## src/interrupt_transfer_routing_params.svh

```systemverilog
// Offsets, field positions, reset values and state budgets of the router
`ifndef INTERRUPT_TRANSFER_ROUTING_PARAMS_SVH
`define INTERRUPT_TRANSFER_ROUTING_PARAMS_SVH

// Register offsets (byte addresses)
`define ITR_OFS_ACT_EN    8'h00
`define ITR_OFS_INT_SEL   8'h04
`define ITR_OFS_FLAG      8'h08
`define ITR_OFS_PRIO      8'h0c
`define ITR_OFS_STATUS    8'h10
`define ITR_OFS_MASK      8'h14
`define ITR_OFS_ROUTE     8'h18

// Event status bit positions
`define ITR_EV_DTC_END    0
`define ITR_EV_DMA_END    1
`define ITR_EV_FETCH      2
`define ITR_EV_W          3

// Reset values
`define ITR_RST_ZERO      32'h0000_0000

// State budgets
`define ITR_JUDGE_PERI    8'h00
`define ITR_JUDGE_PIN     8'h01
`define ITR_CMP_PERI      8'h02
`define ITR_CMP_PIN       8'h03
`define ITR_EXC_BASE      8'h05

`endif

```

## src/interrupt_transfer_routing_pkg.sv

```systemverilog
// Types shared by the interrupt transfer router
package interrupt_transfer_routing_pkg;

  typedef enum logic [1:0] {
    ST_IDLE    = 2'b00,
    ST_COMPARE = 2'b01,
    ST_WAIT    = 2'b10,
    ST_EXCEPT  = 2'b11
  } resp_state_t;

endpackage

```

## src/interrupt_transfer_routing.sv

```systemverilog
// Interrupt source router between transfer engines and the CPU
//
// Behaviour
// - Judgment step: pin sources take one state, peripheral sources none.
// - Least response is 10 states for peripheral, 12 for pin sources.
// - Exception phase takes 5 states plus save and vector access states.
// - Acceptance waits while the CPU finishes a running sequence.
// - DMA mask is global enable and OR of channel enable with selection.
// - CPU request of a source is blocked while its activation enable is set.
// - Activation enable clears on transfer end with select or zero count.
// - Source flag clears on transfer end without qualifier, or on DMA end.
// - With select set, transfer end clears enable, keeps flag, interrupts CPU.
// - DMA routed sources mask both CPU request and transfer activation.
// - DMA controller clears the source flag when it transfers.
// - With select clear and count nonzero, transfer end clears flag and keeps enable.
// - With select clear and zero count, enable clears and CPU interrupted.
// - Unrouted source with enable clear goes to CPU; handler clears flag.
// - CPU request only when priority exceeds current mask level.
// - Pin flag also clears after a transfer triggered by that pin.
//
// Decided for this implementation: strobed register access and the placing of the registers.

`include "interrupt_transfer_routing_params.svh"
module interrupt_transfer_routing #(
  parameter int N_SRC   = 8,
  parameter int N_PIN   = 2,
  parameter int M_SR    = 1,
  parameter int M_PC    = 1,
  parameter int M_VEC   = 1,
  parameter int SRC_W   = $clog2(N_SRC)
) (
  input  wire logic                   sys_clk,
  input  wire logic                   rst_b,
  // Register port
  input  wire logic [7:0]             reg_addr,
  input  wire logic [31:0]            reg_wdata,
  input  wire logic                   reg_wr,
  input  wire logic                   reg_rd,
  output logic      [31:0]            reg_rdata,
  output logic                        irq,
  // Sources
  input  wire logic [N_PIN-1:0]       irq_pin_b,
  input  wire logic [N_SRC-N_PIN-1:0] periph_req,
  // DMA routing
  input  wire logic                   dma_global_enable,
  input  wire logic                   dma_channel0_enable,
  input  wire logic                   dma_channel1_enable,
  input  wire logic                   dma_channel2_enable,
  input  wire logic                   dma_channel3_enable,
  input  wire logic [SRC_W-1:0]       dma_channel0_select,
  input  wire logic [SRC_W-1:0]       dma_channel1_select,
  input  wire logic [SRC_W-1:0]       dma_channel2_select,
  input  wire logic [SRC_W-1:0]       dma_channel3_select,
  output logic      [N_SRC-1:0]       dma_req,
  input  wire logic                   dma_end,
  input  wire logic [SRC_W-1:0]       dma_end_src,
  // Block transfer controller
  output logic      [N_SRC-1:0]       xfer_req,
  input  wire logic                   xfer_end,
  input  wire logic [SRC_W-1:0]       xfer_end_src,
  input  wire logic                   xfer_count_zero,
  // CPU side
  input  wire logic [3:0]             cpu_mask_level,
  input  wire logic                   cpu_busy,
  output logic                        cpu_irq_req,
  output logic      [SRC_W-1:0]       cpu_irq_src,
  output logic      [3:0]             cpu_irq_level,
  output logic                        handler_fetch_start
);

  timeunit 1ns;
  timeprecision 1ps;
  localparam logic [7:0] EXC_STATES =
    8'(`ITR_EXC_BASE + M_SR + M_PC + M_VEC);
  localparam logic [7:0] PRE_PERI = 8'(`ITR_JUDGE_PERI + `ITR_CMP_PERI);
  localparam logic [7:0] PRE_PIN  = 8'(`ITR_JUDGE_PIN + `ITR_CMP_PIN);

  ////////////////////////////////////////////////////////////////////////////
  // Declarations

  logic [N_SRC-1:0]           xfer_activation_enable_q;
  logic [N_SRC-1:0]           xfer_interrupt_select_q;
  logic [N_SRC-1:0]           flag_q;
  logic [N_SRC-1:0]           flag_d;
  logic [4*N_SRC-1:0]         prio_q;
  logic [`ITR_EV_W-1:0]       status_q;
  logic [`ITR_EV_W-1:0]       mask_q;
  logic [N_PIN-1:0]           pin_s1_q;
  logic [N_PIN-1:0]           pin_s2_q;
  logic [N_PIN-1:0]           pin_s3_q;
  logic [N_PIN-1:0]           pin_level_q;
  logic [N_PIN-1:0]           pin_fall;
  logic [N_SRC-1:0]           src_event;
  logic [N_SRC-1:0]           dma_mask;
  logic [N_SRC-1:0]           xfer_hit;
  logic [N_SRC-1:0]           dma_hit;
  logic [N_SRC-1:0]           act_clr;
  logic [N_SRC-1:0]           flag_clr;
  logic [N_SRC-1:0]           sw_flag_clr;
  logic [N_SRC-1:0]           cpu_elig;
  logic                       activation_clear_qualifier;
  logic                       best_valid;
  logic [SRC_W-1:0]           best_src;
  logic [3:0]                 best_prio;
  logic                       sel_still;
  logic [`ITR_EV_W-1:0]       ev;
  logic                       wr_act;
  logic                       wr_sel;
  logic                       wr_flag;
  logic                       wr_prio;
  logic                       wr_mask;
  logic                       rd_status;
  logic [31:0]                rdata_d;
  logic [7:0]                 cnt_q;
  logic                       fetch_q;
  logic [SRC_W-1:0]           src_q;
  logic [3:0]                 lvl_q;
  interrupt_transfer_routing_pkg::resp_state_t state_q;

  ////////////////////////////////////////////////////////////////////////////
  // Pin sources: three stages, change taken once stages two and three agree

  always_ff @(posedge sys_clk or negedge rst_b) begin
    if (!rst_b) begin
      pin_s1_q    <= '1;
      pin_s2_q    <= '1;
      pin_s3_q    <= '1;
      pin_level_q <= '1;
    end else begin
      pin_s1_q <= irq_pin_b;
      pin_s2_q <= pin_s1_q;
      pin_s3_q <= pin_s2_q;
      for (int i = 0; i < N_PIN; i++) begin
        if (pin_s2_q[i] == pin_s3_q[i]) begin
          pin_level_q[i] <= pin_s3_q[i];
        end
      end
    end
  end

  // Falling edge requests; level sense is not offered here
  assign pin_fall  = pin_level_q & ~pin_s3_q & ~pin_s2_q;
  assign src_event = {periph_req, pin_fall};

  ////////////////////////////////////////////////////////////////////////////
  // Routing masks and clear conditions

  always_comb begin
    for (int s = 0; s < N_SRC; s++) begin
      dma_mask[s] = dma_global_enable &
        ((dma_channel0_enable & (dma_channel0_select == SRC_W'(s))) |
         (dma_channel1_enable & (dma_channel1_select == SRC_W'(s))) |
         (dma_channel2_enable & (dma_channel2_select == SRC_W'(s))) |
         (dma_channel3_enable & (dma_channel3_select == SRC_W'(s))));
      xfer_hit[s] = xfer_end & (xfer_end_src == SRC_W'(s)) &
                    xfer_activation_enable_q[s];
      dma_hit[s]  = dma_end & (dma_end_src == SRC_W'(s));
    end
  end

  // Qualifier is the ending source's select or a zero count
  assign activation_clear_qualifier =
    xfer_interrupt_select_q[xfer_end_src] | xfer_count_zero;
  always_comb begin
    for (int s = 0; s < N_SRC; s++) begin
      act_clr[s]  = xfer_hit[s] & activation_clear_qualifier;
      // Flag kept when the qualifier holds so the CPU sees the request
      flag_clr[s] = (xfer_hit[s] & ~activation_clear_qualifier) |
                    dma_hit[s] | sw_flag_clr[s];
    end
  end

  ////////////////////////////////////////////////////////////////////////////
  // Register write decode

  always_comb begin
    wr_act    = 1'b0;
    wr_sel    = 1'b0;
    wr_flag   = 1'b0;
    wr_prio   = 1'b0;
    wr_mask   = 1'b0;
    rd_status = 1'b0;
    if (reg_wr && reg_addr == `ITR_OFS_ACT_EN) begin
      wr_act = 1'b1;
    end else if (reg_wr && reg_addr == `ITR_OFS_INT_SEL) begin
      wr_sel = 1'b1;
    end else if (reg_wr && reg_addr == `ITR_OFS_FLAG) begin
      wr_flag = 1'b1;
    end else if (reg_wr && reg_addr == `ITR_OFS_PRIO) begin
      wr_prio = 1'b1;
    end else if (reg_wr && reg_addr == `ITR_OFS_MASK) begin
      wr_mask = 1'b1;
    end else if (reg_rd && reg_addr == `ITR_OFS_STATUS) begin
      rd_status = 1'b1;
    end
  end

  // Write one clears a flag
  assign sw_flag_clr = wr_flag ? reg_wdata[N_SRC-1:0] : '0;

  ////////////////////////////////////////////////////////////////////////////
  // Activation enable and interrupt select

  // Hardware clear beats a same-cycle software write to avoid re-arming
  // a source whose block just ended
  always_ff @(posedge sys_clk or negedge rst_b) begin
    if (!rst_b) begin
      xfer_activation_enable_q <= N_SRC'(`ITR_RST_ZERO);
    end else begin
      xfer_activation_enable_q <=
        (wr_act ? reg_wdata[N_SRC-1:0] : xfer_activation_enable_q) &
        ~act_clr;
    end
  end

  always_ff @(posedge sys_clk or negedge rst_b) begin
    if (!rst_b) begin
      xfer_interrupt_select_q <= N_SRC'(`ITR_RST_ZERO);
      prio_q                  <= (4*N_SRC)'(`ITR_RST_ZERO);
      mask_q                  <= `ITR_EV_W'(`ITR_RST_ZERO);
    end else begin
      if (wr_sel) begin
        xfer_interrupt_select_q <= reg_wdata[N_SRC-1:0];
      end
      if (wr_prio) begin
        prio_q <= reg_wdata[4*N_SRC-1:0];
      end
      if (wr_mask) begin
        mask_q <= reg_wdata[`ITR_EV_W-1:0];
      end
    end
  end

  ////////////////////////////////////////////////////////////////////////////
  // Source flags: a new request wins over any clear

  assign flag_d = src_event | (flag_q & ~flag_clr);

  always_ff @(posedge sys_clk or negedge rst_b) begin
    if (!rst_b) begin
      flag_q <= N_SRC'(`ITR_RST_ZERO);
    end else begin
      flag_q <= flag_d;
    end
  end

  ////////////////////////////////////////////////////////////////////////////
  // Engine requests, one judgment state through a register

  always_ff @(posedge sys_clk or negedge rst_b) begin
    if (!rst_b) begin
      dma_req  <= N_SRC'(`ITR_RST_ZERO);
      xfer_req <= N_SRC'(`ITR_RST_ZERO);
    end else begin
      dma_req  <= flag_q & dma_mask;
      xfer_req <= flag_q & xfer_activation_enable_q & ~dma_mask;
    end
  end

  ////////////////////////////////////////////////////////////////////////////
  // CPU selection: highest level above mask, lowest index on a tie

  assign cpu_elig = flag_q & ~xfer_activation_enable_q & ~dma_mask;

  always_comb begin
    best_valid = 1'b0;
    best_src   = '0;
    best_prio  = cpu_mask_level;
    for (int s = 0; s < N_SRC; s++) begin
      if (cpu_elig[s] && prio_q[4*s +: 4] > best_prio) begin
        best_valid = 1'b1;
        best_src   = SRC_W'(s);
        best_prio  = prio_q[4*s +: 4];
      end
    end
  end

  assign sel_still = cpu_elig[src_q] && (lvl_q > cpu_mask_level);

  ////////////////////////////////////////////////////////////////////////////
  // Response sequencer

  always_ff @(posedge sys_clk or negedge rst_b) begin
    if (!rst_b) begin
      state_q <= interrupt_transfer_routing_pkg::ST_IDLE;
      cnt_q   <= 8'h00;
      src_q   <= '0;
      lvl_q   <= 4'h0;
      fetch_q <= 1'b0;
    end else begin
      fetch_q <= 1'b0;
      case (state_q)
        interrupt_transfer_routing_pkg::ST_IDLE: begin
          if (best_valid) begin
            src_q   <= best_src;
            lvl_q   <= best_prio;
            state_q <= interrupt_transfer_routing_pkg::ST_COMPARE;
            if (int'(best_src) < N_PIN) begin
              cnt_q <= PRE_PIN - 8'h02;
            end else begin
              cnt_q <= PRE_PERI - 8'h02;
            end
          end
        end
        interrupt_transfer_routing_pkg::ST_COMPARE: begin
          if (cnt_q != 8'h00) begin
            cnt_q <= cnt_q - 8'h01;
          end else if (!sel_still) begin
            state_q <= interrupt_transfer_routing_pkg::ST_IDLE;
          end else if (cpu_busy) begin
            state_q <= interrupt_transfer_routing_pkg::ST_WAIT;
          end else begin
            state_q <= interrupt_transfer_routing_pkg::ST_EXCEPT;
            cnt_q   <= EXC_STATES - 8'h01;
          end
        end
        interrupt_transfer_routing_pkg::ST_WAIT: begin
          if (!cpu_busy) begin
            state_q <= interrupt_transfer_routing_pkg::ST_EXCEPT;
            cnt_q   <= EXC_STATES - 8'h01;
          end
        end
        interrupt_transfer_routing_pkg::ST_EXCEPT: begin
          if (cnt_q != 8'h00) begin
            cnt_q <= cnt_q - 8'h01;
          end else begin
            fetch_q <= 1'b1;
            state_q <= interrupt_transfer_routing_pkg::ST_IDLE;
          end
        end
        default: begin
          state_q <= interrupt_transfer_routing_pkg::ST_IDLE;
        end
      endcase
    end
  end

  assign cpu_irq_req = (state_q == interrupt_transfer_routing_pkg::ST_WAIT) |
                       (state_q == interrupt_transfer_routing_pkg::ST_EXCEPT);
  assign cpu_irq_src         = src_q;
  assign cpu_irq_level       = lvl_q;
  assign handler_fetch_start = fetch_q;

  ////////////////////////////////////////////////////////////////////////////
  // Event status, cleared by reading; a new event wins over the read

  always_comb begin
    ev = '0;
    ev[`ITR_EV_DTC_END] = |act_clr;
    ev[`ITR_EV_DMA_END] = |dma_hit;
    ev[`ITR_EV_FETCH]   = fetch_q;
  end

  always_ff @(posedge sys_clk or negedge rst_b) begin
    if (!rst_b) begin
      status_q <= `ITR_EV_W'(`ITR_RST_ZERO);
    end else begin
      status_q <= ev | (rd_status ? '0 : status_q);
    end
  end

  always_ff @(posedge sys_clk or negedge rst_b) begin
    if (!rst_b) begin
      irq <= 1'b0;
    end else begin
      irq <= |(status_q & mask_q);
    end
  end

  ////////////////////////////////////////////////////////////////////////////
  // Read data, one cycle after the strobe; unmapped reads give zero

  always_comb begin
    rdata_d = 32'h0000_0000;
    if (reg_addr == `ITR_OFS_ACT_EN) begin
      rdata_d = 32'(xfer_activation_enable_q);
    end else if (reg_addr == `ITR_OFS_INT_SEL) begin
      rdata_d = 32'(xfer_interrupt_select_q);
    end else if (reg_addr == `ITR_OFS_FLAG) begin
      rdata_d = 32'(flag_q);
    end else if (reg_addr == `ITR_OFS_PRIO) begin
      rdata_d = 32'(prio_q);
    end else if (reg_addr == `ITR_OFS_STATUS) begin
      rdata_d = 32'(status_q);
    end else if (reg_addr == `ITR_OFS_MASK) begin
      rdata_d = 32'(mask_q);
    end else if (reg_addr == `ITR_OFS_ROUTE) begin
      rdata_d = 32'(dma_mask);
    end
  end

  always_ff @(posedge sys_clk or negedge rst_b) begin
    if (!rst_b) begin
      reg_rdata <= `ITR_RST_ZERO;
    end else begin
      reg_rdata <= reg_rd ? rdata_d : `ITR_RST_ZERO;
    end
  end

endmodule

```

## config.mk

```make
export PLATFORM = sky130hd
export DESIGN_NAME = interrupt_transfer_routing
export DESIGN_NICKNAME = d
export VERILOG_FILES = /design/src/interrupt_transfer_routing_pkg.sv /design/src/interrupt_transfer_routing.sv
export VERILOG_INCLUDE_DIRS = /design/src
export SDC_FILE = /design/constraint.sdc
export NUM_CORES = 1
export LEC_CHECK = 0
export ABC_CLOCK_PERIOD_IN_PS = 14200
export BUFFER_PORTS_ARGS = -buffer_cell sky130_fd_sc_hd__buf_2
export CORE_ASPECT_RATIO = 2
export CORE_MARGIN = 3
export CORE_UTILIZATION = 44
export CTS_CLUSTER_DIAMETER = 80
export DETAILED_ROUTE_END_ITERATION = 12
export PLACE_DENSITY = 0.77
export SLEW_MARGIN = 5
export SYNTH_ARGS = -nofsm -noshare
export SYNTH_HDL_FRONTEND = slang
export SYNTH_SLANG_ARGS = --single-unit
export TNS_END_PERCENT = 50
```

## constraint.sdc

```tcl
create_clock -name sys_clk -period 14.2 [get_ports sys_clk]
set_input_delay 2.84 -clock sys_clk [delete_from_list [all_inputs] [get_ports sys_clk]]
set_output_delay 2.84 -clock sys_clk [all_outputs]
set_load 0.05 [all_outputs]
```

==> impl_metrics.tcl <==
set metrics [dict create \
    finalPower_mw 1.36 \
    end_kind "register" \
    drcViolationCount 0 \
    port-buffer-count 140 \
    yosysUniqueCellTypes 75 \
    fmax_ghz 0.0694 \
    rsz0062_at_grt "true" \
    antenna_found_initial 0 \
    ys_seq_area_share_pct 43.2 \
    whs_ns 0.354 \
    die_h_um 196 \
    gr-total-overflow 0 \
    wl_met2_um 14000 \
    num_vias 7570 \
    cap_violations 0 \
    violations "negative setup slack" \
    worstPathArrival_ns 14.71 \
    routed.top_layer "met4" \
    ant_nets 0 \
    tightest_slew_ns 1.03 \
    place_ws_ns -0.626 \
    post-route-period-util_pct 102 \
    synthCells 787 \
    cp_slowest_cell "mux2_4" \
    hold_violations 0 \
    start_util_pct 44.8 \
    grt_pass1_vias 7415 \
    crit_required_ns 14.50 \
    wirelength_um 25400 \
    grt_usage_pct 24.5 \
    die_w_um 101 \
    yosys_register_bits 137 \
    dp.cells 1200 \
    syn_nets 901 \
    ios 141 \
    std_cell_rows 69 \
    syn_to_final_growth_pct 35.1 \
    core_area_um2 17800 \
    synth_async_sr_flop_share_pct 100 \
    regToRegSetupSlack_ns 1.84 \
    holdPathStages 0 \
    slew_violations 0 \
    fin_ws_ns -0.215 \
    cp_max_fo 6 \
    wl_per_cell_um 20.2 \
    cp_slowest_stage_delay_ns 0.35 \
    viasPerCell 6.02 \
    r2r_start "prio_q[1]" \
    dp_hpwl_um 18900 \
    hold_end "pin_s2_q[1]" \
    hp-start "pin_s1_q[1]" \
    ys_warn_count 0 \
    run_status "finished, violations left" \
    antenna_cells 0 \
    grt_pass1_wl_um 37600 \
    dpl_cell_area_um2 9580 \
    ys.flop_type "dfrtp_1" \
    cts_tree "done" \
    reg2regPathDepth 70 \
    drt_pass1_iterations 8 \
    fin_skew_ns 0.0118 \
    first_iter_violations 475 \
    clkSinkCount 137 \
    dr_wl_met3_um 1270 \
    cp_common_cell "mux2_4" \
    drive_gt1_share_pct 41.7 \
    relSlewSlack_pct 31.5 \
    gp_congestion 1.01 \
    crit_path_start_kind "primary input" \
    clock_latency_ns 0.42 \
    final_util_pct 60.5 \
    holdCritPathClass "register to register" \
    r2r-end "cnt_q[1]" \
    fin_setup_tns_ns -2.01 \
    avgSynthCellArea_um2 10.1 \
    grt_max_degree 77 \
    ir_drop_mv 0.0722 \
    cts_root_buf "clkbuf_16" \
    synth-edff-count 0 \
    setup_violations 16 \
    syn_area_um2 7960 \
    p_leak_nw 5.28 \
    die-area_um2 19800 \
    layout.cells.non_filler 1257 \
    clk_path_buf_depth 2 \
    fin_area_um2 10800 \
    power.density_nw_per_um2 127 \
    wl_met1_um 8310 \
    setup.worst_path.class "primary input to register" \
    cts_buffers 17 \
    ctsHtreeMaxLevel 4 \
    cts.clk_slew.worst_paths_ns 0.06 \
    post-route-min-period_ns 14.41 \
    final_nets 1145 \
]
-- placed cells by master, fill, tap and decap left out, types with 7 or more instances in the layout --
master       n
a21oi_2      8
o21ai_0     26
a31oi_1      7
dfrtp_1    129
a221oi_1     7
nand3_1     20
a21o_1      12
mux2_2      53
dfstp_2      8
nor2b_1     10
clkbuf_16   17
ha_4        13
mux2i_1     16
a21oi_1     28
inv_1       36
nand4b_1     9
ha_1        18
nand2_1     53
nand4_1      8
or3_1        8
and2_1      31
buf_2      136
nor2_1      54
nand2b_1    11
a41o_1       8
and3_1      19
mux2_4      11
buf_4      105
nor3_1      15
nor4bb_1     8
-- where the power goes --
group / total, mW / leakage [nW] / switching, mW / internal, mW
registers: 0.484 / 1.79 / 0.0527 / 0.432
clock network: 0.441 / 0.288 / 0.176 / 0.265
logic: 0.439 / 3.20 / 0.246 / 0.194
total: 1.36 / 5.28 / 0.475 / 0.890
-- how the worst max path moves through the flow --
stage / start / end / slack (ns) / cells past startpoint
after floorplan: cpu_mask_level[1] / cnt_q[1] / 0.001 / 71
after global placement: cpu_mask_level[1] / cnt_q[1] / -0.22 / 67
after detailed placement: cpu_mask_level[1] / cnt_q[1] / -0.63 / 70
after CTS: dma_channel0_enable / cnt_q[1] / 0.01 / 69
after global routing: cpu_mask_level[2] / cnt_q[1] / -0.88 / 70
final: cpu_mask_level[2] / cnt_q[1] / -0.21 / 72
-- worst max-delay path: cells and delay by family --
family / cells / cell delay, ns
muxes: 9 / 2.56
buffers and inverters: 8 / 0.65
AOI/OAI and AO/OA: 29 / 4.52
and+or+nand+nor: 18 / 2.41
adders and majority gates: 8 / 1.71
-- timing repair --
action | CTS | global route
buffers inserted | 10 | 15
hold buffers | 0 | 0
pin swaps | 7 | 39
endpoints found under the setup margin | 16 | 16
gates resized for setup | 11 | 60
gates cloned | 0 | 0
-- cell type report --
class	instances	area [um2]
flip-flops and latches	137	3440
inverters	42	158
multi-input cells	587	4780
clock buffers	19	443
clock inverters	13	144
repair buffers	246	1530
fillers	1464	7030
well taps	213	267
-- cells in the mapped netlist (4+ instances only) --
cell type | count | area, um2
a41oi_1 | 5 | 43.8
a31oi_1 | 7 | 43.8
o31ai_1 | 5 | 37.5
and3_1 | 19 | 119
mux2i_1 | 20 | 200
a22oi_1 | 5 | 37.5
dfstp_2 | 8 | 210
nor3b_1 | 4 | 30.0
nand4b_1 | 9 | 78.8
o22a_1 | 4 | 35.0
nor3_1 | 17 | 85.1
nand2b_1 | 11 | 68.8
mux2_2 | 62 | 698
a21o_1 | 12 | 90.1
o2bb2ai_1 | 4 | 35.0
nor4_1 | 4 | 25.0
or3_1 | 8 | 50.1
nor4b_2 | 4 | 60.1
o21a_1 | 5 | 37.5
o41ai_1 | 4 | 35.0
o221ai_1 | 7 | 61.3
clkbuf_1 | 16 | 60.1
and2_1 | 33 | 206
a21oi_1 | 35 | 175
a221oi_1 | 7 | 61.3
nor2b_1 | 12 | 75.1
nor2_1 | 58 | 218
a41o_1 | 8 | 80.1
a22o_1 | 4 | 35.0
dfrtp_1 | 129 | 3230
o21ai_0 | 34 | 170
nor4bb_1 | 8 | 80.1
ha_1 | 31 | 388
nand2_1 | 59 | 221
nand3_1 | 20 | 100
inv_1 | 42 | 158
nand4_1 | 8 | 50.1
o211ai_1 | 4 | 30.0
-- logic make-up after synthesis --
logic type / after synthesis / share of synthesized area, %
DFF: 137 / 43.2
and+or+nand+nor: 284 / 19.4
xor gates and xnor gates: 4 / 0.440
muxes: 86 / 12.1
AOI/OAI and AO/OA: 182 / 16.9
buffers and inverters: 63 / 3.05
adders and majority gates: 31 / 4.87
-- routing by layer --
layer	track usage, %	up-vias
met4	16.9	0
met5	0	-
met3	3.52	125
li1	-	3429
met1	24.3	3678
met2	45.2	338
-- flip-flops by register name (all words and copies together), names as in the netlist, 2 cells and up, named ones only --
signal and cells:
prio_q 32, reg_rdata 32, cnt_q 8, dma_req 8, flag_q 8, xfer_activation_enable_q 8
xfer_interrupt_select_q 8, xfer_req 8, cpu_irq_level 4, cpu_irq_src 3, mask_q 3, status_q 3
pin_level_q 2, pin_s1_q 2, pin_s2_q 2, pin_s3_q 2
(Power assumes the default switching activity.)
